$ cat src/logic/pemc_pkg.sv
`default_nettype none
package pemc_pkg;

  // ****************************************
  // clock and timing
  // ****************************************
  localparam int CLOCK_MHZ = 100;
  localparam int PULSE_US = 100;
  localparam int PULSE_CYCLES = PULSE_US * CLOCK_MHZ;
  localparam int SETUP_US = 2;
  localparam int SETUP_CYCLES = SETUP_US * CLOCK_MHZ;
  // chip_select_access_delay: no figure given, plain default
  localparam int CS_ACCESS_NS = 200;
  localparam int CS_ACCESS_CYCLES = (CS_ACCESS_NS * CLOCK_MHZ + 999) / 1000;
  localparam int FLOAT_NS = 130;
  localparam int FLOAT_CYCLES = (FLOAT_NS * CLOCK_MHZ + 999) / 1000;
  localparam logic [3:0] MAX_PULSES = 4'hA;
  localparam int TIMER_W = 14;

  // ****************************************
  // pin widths and resets
  // ****************************************
  localparam int ADDR_W = 16;
  localparam int DATA_W = 8;
  localparam int ID_SEL_BIT = 0;
  localparam logic [DATA_W-1:0] ERASED_BYTE = 8'hFF;

  // ****************************************
  // types
  // ****************************************
  typedef enum logic [1:0] {
    PEMC_OP_READ = 2'b00,
    PEMC_OP_PROGRAM = 2'b01,
    PEMC_OP_VERIFY = 2'b10,
    PEMC_OP_IDENTIFY = 2'b11
  } pemc_op_e;

  typedef enum logic [2:0] {
    PEMC_IDLE = 3'b000,
    PEMC_SETUP = 3'b001,
    PEMC_PULSE = 3'b010,
    PEMC_HOLD = 3'b011,
    PEMC_RECOVER = 3'b100,
    PEMC_ACCESS = 3'b101,
    PEMC_FLOAT = 3'b110
  } pemc_state_e;

  typedef struct packed {
    pemc_op_e op;
    logic [ADDR_W-1:0] addr;
    logic [DATA_W-1:0] data;
  } pemc_cmd_s;

  typedef struct packed {
    logic [DATA_W-1:0] data;
    logic pass;
    logic [3:0] pulses;
  } pemc_rsp_s;

  typedef struct packed {
    logic [ADDR_W-1:0] byte_address_lines;
    logic [DATA_W-1:0] byte_data_out;
    logic byte_data_oe;
    logic chip_enable_b;
    logic output_gate_b;
    logic high_programming_level;
    logic vcc_program_level;
    logic identity_entry_line;
  } pemc_pins_s;

  typedef struct packed {
    logic [TIMER_W-1:0] count;
  } pemc_timer_s;

endpackage
`default_nettype wire

$ cat src/logic/pemc_host.sv
// Behaviour
// - read needs chip enable and gate low
// - 100 us pulses, ten maximum, verify each
// - program needs supply, high gate, enable low
// - address and data stable, then enable pulse
// - verify reads back with gate and enable low
// - unpulsed devices stay unprogrammed, enable high
// - identity: line nine high, enable, gate low
`default_nettype none
module pemc_host #(
  parameter int PULSE_CYCLES_P = pemc_pkg::PULSE_CYCLES
) (
  input wire logic clock,
  input wire logic rst_b,
  input wire logic cmd_valid,
  input wire pemc_pkg::pemc_cmd_s cmd,
  output logic cmd_ready,
  output logic rsp_valid,
  output pemc_pkg::pemc_rsp_s rsp,
  output pemc_pkg::pemc_pins_s pins,
  input wire logic [pemc_pkg::DATA_W-1:0] byte_data_in
);
  import pemc_pkg::*;

  typedef struct packed {
    pemc_state_e st;
    pemc_op_e op;
    logic [DATA_W-1:0] want;
    logic retry;
    logic ready;
    logic rsp_valid;
    pemc_rsp_s rsp;
    pemc_pins_s pins;
  } pemc_host_s;

  localparam pemc_pins_s PINS_RESET = '{
    byte_address_lines: '0,
    byte_data_out: ERASED_BYTE,
    byte_data_oe: 1'b0,
    chip_enable_b: 1'b1,
    output_gate_b: 1'b1,
    high_programming_level: 1'b0,
    vcc_program_level: 1'b0,
    identity_entry_line: 1'b0
  };

  localparam logic [TIMER_W-1:0] T_SETUP = TIMER_W'(SETUP_CYCLES);
  localparam logic [TIMER_W-1:0] T_PULSE = TIMER_W'(PULSE_CYCLES_P);
  localparam logic [TIMER_W-1:0] T_ACCESS = TIMER_W'(CS_ACCESS_CYCLES);
  localparam logic [TIMER_W-1:0] T_FLOAT = TIMER_W'(FLOAT_CYCLES);

  pemc_host_s s;
  pemc_host_s next_s;
  logic t_load;
  logic [TIMER_W-1:0] t_value;
  logic t_expired;
  logic match;

  // ****************************************
  // shared phase timer
  // ****************************************
  pemc_timer u_timer (
    .clock(clock),
    .rst_b(rst_b),
    .load(t_load),
    .value(t_value),
    .expired(t_expired)
  );

  // a program pass succeeds only if every cell now holds the wanted level
  assign match = (byte_data_in == s.want);

  // ****************************************
  // sequencer
  // ****************************************
  always_comb begin
    next_s = s;
    t_load = 1'b0;
    t_value = '0;
    next_s.rsp_valid = 1'b0;
    unique case (s.st)
      PEMC_IDLE: begin
        // chip enable stays high here: standby, and no other device is hit
        next_s.pins.chip_enable_b = 1'b1;
        if (cmd_valid && s.ready) begin
          next_s.ready = 1'b0;
          next_s.op = cmd.op;
          next_s.want = cmd.data;
          next_s.rsp.pulses = '0;
          next_s.pins.byte_address_lines = cmd.addr;
          t_load = 1'b1;
          if (cmd.op == PEMC_OP_PROGRAM) begin
            // device floats its outputs with the gate pin at the high level
            next_s.pins.byte_data_out = cmd.data;
            next_s.pins.byte_data_oe = 1'b1;
            next_s.pins.vcc_program_level = 1'b1;
            next_s.pins.high_programming_level = 1'b1;
            t_value = T_SETUP;
            next_s.st = PEMC_SETUP;
          end else begin
            if (cmd.op == PEMC_OP_IDENTIFY) begin
              next_s.pins.byte_address_lines = '0;
              next_s.pins.byte_address_lines[ID_SEL_BIT] = cmd.addr[ID_SEL_BIT];
              next_s.pins.identity_entry_line = 1'b1;
            end
            next_s.pins.output_gate_b = 1'b0;
            next_s.pins.chip_enable_b = 1'b0;
            t_value = T_ACCESS;
            next_s.st = PEMC_ACCESS;
          end
        end
      end
      PEMC_SETUP: begin
        // address, data and supply have been stable for the setup time
        if (t_expired) begin
          next_s.pins.chip_enable_b = 1'b0;
          next_s.rsp.pulses = s.rsp.pulses + 1'b1;
          t_load = 1'b1;
          t_value = T_PULSE;
          next_s.st = PEMC_PULSE;
        end
      end
      PEMC_PULSE: begin
        if (t_expired) begin
          next_s.pins.chip_enable_b = 1'b1;
          t_load = 1'b1;
          t_value = T_SETUP;
          next_s.st = PEMC_HOLD;
        end
      end
      PEMC_HOLD: begin
        // data hold done: drop the high level before reading back
        if (t_expired) begin
          next_s.pins.byte_data_oe = 1'b0;
          next_s.pins.high_programming_level = 1'b0;
          t_load = 1'b1;
          t_value = T_SETUP;
          next_s.st = PEMC_RECOVER;
        end
      end
      PEMC_RECOVER: begin
        if (t_expired) begin
          next_s.pins.output_gate_b = 1'b0;
          next_s.pins.chip_enable_b = 1'b0;
          t_load = 1'b1;
          t_value = T_ACCESS;
          next_s.st = PEMC_ACCESS;
        end
      end
      PEMC_ACCESS: begin
        // sample only once the access delay from chip enable has run
        if (t_expired) begin
          next_s.pins.output_gate_b = 1'b1;
          next_s.pins.chip_enable_b = 1'b1;
          next_s.rsp.data = byte_data_in;
          next_s.retry = 1'b0;
          t_load = 1'b1;
          t_value = T_FLOAT;
          next_s.st = PEMC_FLOAT;
          if (s.op == PEMC_OP_PROGRAM && !match && s.rsp.pulses < MAX_PULSES) begin
            next_s.retry = 1'b1;
          end else begin
            next_s.rsp.pass = (s.op == PEMC_OP_READ || s.op == PEMC_OP_IDENTIFY) || match;
            next_s.rsp_valid = 1'b1;
            next_s.pins.vcc_program_level = 1'b0;
            next_s.pins.identity_entry_line = 1'b0;
          end
        end
      end
      PEMC_FLOAT: begin
        // wait out the device float delay before driving data again
        if (t_expired) begin
          if (s.retry) begin
            next_s.pins.byte_data_oe = 1'b1;
            next_s.pins.high_programming_level = 1'b1;
            t_load = 1'b1;
            t_value = T_SETUP;
            next_s.st = PEMC_SETUP;
          end else begin
            next_s.ready = 1'b1;
            next_s.st = PEMC_IDLE;
          end
        end
      end
      default: begin
        next_s.st = PEMC_IDLE;
        next_s.ready = 1'b1;
        next_s.pins = PINS_RESET;
      end
    endcase
  end

  always_ff @(posedge clock or negedge rst_b) begin
    if (!rst_b) begin
      s.st <= PEMC_IDLE;
      s.op <= PEMC_OP_READ;
      s.want <= ERASED_BYTE;
      s.retry <= 1'b0;
      s.ready <= 1'b1;
      s.rsp_valid <= 1'b0;
      s.rsp <= '0;
      s.pins <= PINS_RESET;
    end else begin
      s <= next_s;
    end
  end

  // ****************************************
  // outputs straight from flops
  // ****************************************
  assign cmd_ready = s.ready;
  assign rsp_valid = s.rsp_valid;
  assign rsp = s.rsp;
  assign pins = s.pins;
endmodule
`default_nettype wire

$ cat src/logic/pemc_timer.sv
`default_nettype none
module pemc_timer (
  input wire logic clock,
  input wire logic rst_b,
  input wire logic load,
  input wire logic [pemc_pkg::TIMER_W-1:0] value,
  output logic expired
);
  import pemc_pkg::*;

  pemc_timer_s s;
  pemc_timer_s next_s;

  // ****************************************
  // down counter, stops at zero
  // ****************************************
  always_comb begin
    next_s = s;
    if (load) begin
      next_s.count = value;
    end else if (s.count != '0) begin
      next_s.count = s.count - 1'b1;
    end
  end

  always_ff @(posedge clock or negedge rst_b) begin
    if (!rst_b) begin
      s <= '0;
    end else begin
      s <= next_s;
    end
  end

  // flop-based, so no loop through the caller's next-state logic
  assign expired = (s.count == '0);
endmodule
`default_nettype wire

$ cat config.mk
export PLATFORM = sky130hd
export DESIGN_NAME = pemc_host
export DESIGN_NICKNAME = d
export VERILOG_FILES = /design/src/logic/pemc_pkg.sv /design/src/logic/pemc_host.sv /design/src/logic/pemc_timer.sv
export SDC_FILE = /design/constraint.sdc
export NUM_CORES = 1
export LEC_CHECK = 0
export BUFFER_PORTS_ARGS = -buffer_cell sky130_fd_sc_hd__buf_2
export CELL_PAD_IN_SITES_DETAIL_PLACEMENT = 2
export CELL_PAD_IN_SITES_GLOBAL_PLACEMENT = 2
export CORE_UTILIZATION = 30
export CTS_CLUSTER_DIAMETER = 40
export DETAILED_ROUTE_END_ITERATION = 7
export GPL_ROUTABILITY_DRIVEN = 0
export GPL_TIMING_DRIVEN = 0
export PLACE_DENSITY = 0.72
export RECOVER_POWER = 25
export SETUP_SLACK_MARGIN = 0.2
export SLEW_MARGIN = 20
export SYNTH_ARGS = -nofsm -noshare
export SYNTH_HDL_FRONTEND = slang
export SYNTH_SLANG_ARGS = --single-unit
$ cat constraint.sdc
create_clock -name clock -period 3.88 [get_ports clock]
set_clock_uncertainty 0.05 [all_clocks]
set_input_delay 0.388 -clock clock [delete_from_list [all_inputs] [get_ports clock]]
set_output_delay 0.388 -clock clock [all_outputs]
set_load 0.01 [all_outputs]
==> run summary <==
status - finished with violations
violated checks - capacitance limit, slew limit
IO Pins - 82
Tmin final - 2732 ps
post-synthesis sequential area ratio - 47.65%
total track usage - 18.91%
met2 wire len - 5596 µm
Highest Clock Rate - 0.3660 GHz
share of cells above drive strength 1 - 34.94%
Final Cell Area - 0.004820 mm²
global-route wire length before repair - 19060 µm
vias in the first global route - 3633
largest net degree at the start of global routing - 43
area share of fa/ha/maj cells after synthesis - 1.306%
GRT overflow - 0
routed wl met3 - 437 µm
HPWL after detailed placement - 8487 µm
Worst Path Required - 4090 ps
CTS H-tree depth - 3
Most used DFF post-synth - dfrtp_1
Post-synth ARST share - 100.0%
syn_nets - 441
DP Area - 0.004469 mm²
dpl ws - 1166 ps
fillers - 1380
DRT Pass-1 Iters - 4
wire per inst - 17.34 µm
CTS root buf - clkbuf_16
Synth area leader - dfrtp_1
Clock Latency Late Sink - 350 ps
Layout Area Growth over Synthesis - 25.80%
Nets - 534
crit start category - register
Die Wd - 115.0 µm
mux share of post-synthesis cell area - 0.5225%
final worst setup slack - 1148 ps
unrepaired setup endpoints after global routing - false
uppermost layer routed - met4
post-CTS setup buffer count - 0
Layout Utilization - 39.47%
TritonCTS clock tree - done
worst slew pin tran - 2454 ps
dpl cells - 650
antenna viol nets, final - 0
Ys Warns - 0
Setup TNS Final - 0 ps
met1 wire length - 5286 µm
max cap viols - 1
kind of critical path - reg -> reg
CTS hold repair buffers - 0
post-synthesis simple-gate area fraction - 17.57%
Mapped Area - 0.003831 mm²
final hold vios - 0
XOR/XNOR share of the synthesized area - 3.886%
largest fanout on the critical path - 10
DRC - 0
WP data arrival - 2940 ps
detailed-route via count - 3261
Diodes inserted - 0
Slew Viols, Final - 42
# setup viols final - 0
Synth cell types - 60
Worst Hold Class - in -> reg
number of synthesized flops with an enable pin - 0
Post-Syn Instances - 400
CTS buffer count - 9
P_leak - 2.253 nW
slew margin rel. - -63.60%
largest family of logic cells by synthesized area - simple AND/OR/NAND/NOR gates
period utilisation layout - 70.42%
port buffer count - 81
wire length after detailed routing - 11550 µm
Synth Area in Compound Gates - 17.47%
Clock transition at path regs - 60 ps
drt via density - 4.896
overall power - 3.759 mW
FP Rows - 40
initial antenna violation count - 0
CP endpoint kind - register
Pwr per Cell Area - 780.0 mW/mm²
Resized Gates After CTS - 0
WHS - 195.5 ps
worst vdd ir - 268.7 µV
core area - 0.01221 mm²
initial DRC count - 121
Die ar. - 0.01323 mm²
worst-case clock buffer depth - 2
# clock sinks - 72
Synth area leaders - dfrtp_1 (35%), dfstp_2 (13%), buf_4 (8.4%)
Non-Filler Instances - 666
Initial Util - 31.37%
syn avg cell area - 9.578 µm²
FF+latch count, synth - 72
top cell type's share of synthesized area - 34.62%
die height - 115.0 µm
## synth_stat cells, types with 2 or more instances
cell / instances
a22o_1: 15
o21a_1: 2
nand2_1: 65
ha_1: 4
a32oi_1: 2
or4_1: 3
buf_4: 43
nor4_4: 2
a21o_1: 3
xnor2_1: 13
a31oi_1: 2
a21oi_1: 26
a311oi_1: 2
inv_1: 9
xor2_1: 4
nor3b_1: 2
o31ai_1: 4
nor3_1: 8
mux2i_1: 2
nor4_1: 2
o211ai_1: 5
nor2_1: 23
nand4_1: 4
dfrtp_1: 53
nor4b_1: 2
nand3_1: 7
clkbuf_1: 15
o21ai_0: 17
or3_1: 2
dfstp_2: 19
buf_2: 4
o22ai_1: 3
and2_1: 3
a211oi_1: 3
and3_1: 2
## kinds of logic after synthesis
group | count (synthesis)
flops | 72
buf+inv | 72
mux | 2
simple gates | 135
compound gates | 98
fa+ha+maj | 4
xor+xnor | 17
## flip-flops by register name, indices dropped and copies added (netlist names)
signal / cells
rsp_valid: 1
rsp: 13
pins: 29
u_timer.s: 14
cmd_ready: 1
s: 14
## per-layer routing
| metal | global-route usage (%) | vias to the layer above |
|---|---|---|
| li1 | - | 1548 |
| met1 | 23.91 | 1636 |
| met2 | 31.08 | 63 |
| met3 | 3.585 | 14 |
| met4 | 9.177 | 0 |
| met5 | 0 | - |
## worst paths after layout
| path | startpoint | to | slack [ps] | depth (start not counted) |
|---|---|---|---|---|
| max reg2reg | u_timer.s[0] | rsp[3] | 1150 | 8 |
| min reg2reg | s[51] | s[51] | 420 | 2 |
| max | u_timer.s[0] | rsp[3] | 1150 | 8 |
| min | cmd[3] | s[49] | 200 | 3 |
| min in group asynchronous | rst_b | pins[14] | 750 | 1 |
| max in group asynchronous | rst_b | pins[21] | 1640 | 1 |
## worst max-delay path, cell delays in order (launching register included)
cell	delay (ps)
dfrtp_1	400
inv_1	120
ha_1	210
nand2b_4	70
nor4_1	730
nand4_1	440
buf_2	320
mux2i_1	130
o21ai_0	180
## report_power, final
| group | switching (mW) | total, mW | internal [mW] |
|---|---|---|---|
| clock | 0.346 | 0.995 | 0.649 |
| sequential | 0.269 | 1.37 | 1.10 |
| combinational | 0.696 | 1.39 | 0.694 |
| total | 1.31 | 3.76 | 2.45 |
## cell usage in the layout, fill, tap and decap left out, drive strengths merged, types with 3 or more instances in the layout
cell	netlist	layout
or4	4	4
o31ai	4	4
clkbuf	15	26
o21ai	18	18
a21oi	26	26
nand3	7	7
a211oi	3	3
a21o	3	3
inv	9	10
nor3	9	9
dfrtp	53	53
ha	4	4
nor2	24	24
nor4	4	4
bufinv	0	3
and2	4	4
buf	48	129
xnor2	13	13
nand2	66	66
a22o	15	15
nand4	4	4
xor2	4	4
o22ai	3	3
o211ai	5	5
dfstp	19	19
## area by class of cell
type	count	area, µm²	area share [%]
multi-input cells	256	1562	32.40
clock buffers	10	239.0	4.958
well taps	168	210.2	4.361
flip-flops and latches	72	1826	37.88
inverters	9	33.78	0.7009
clock inverters	6	115.1	2.388
repair buffers	82	424.2	8.801
plain buffers	63	410.4	8.515
Power figures use the tool's default switching activity.
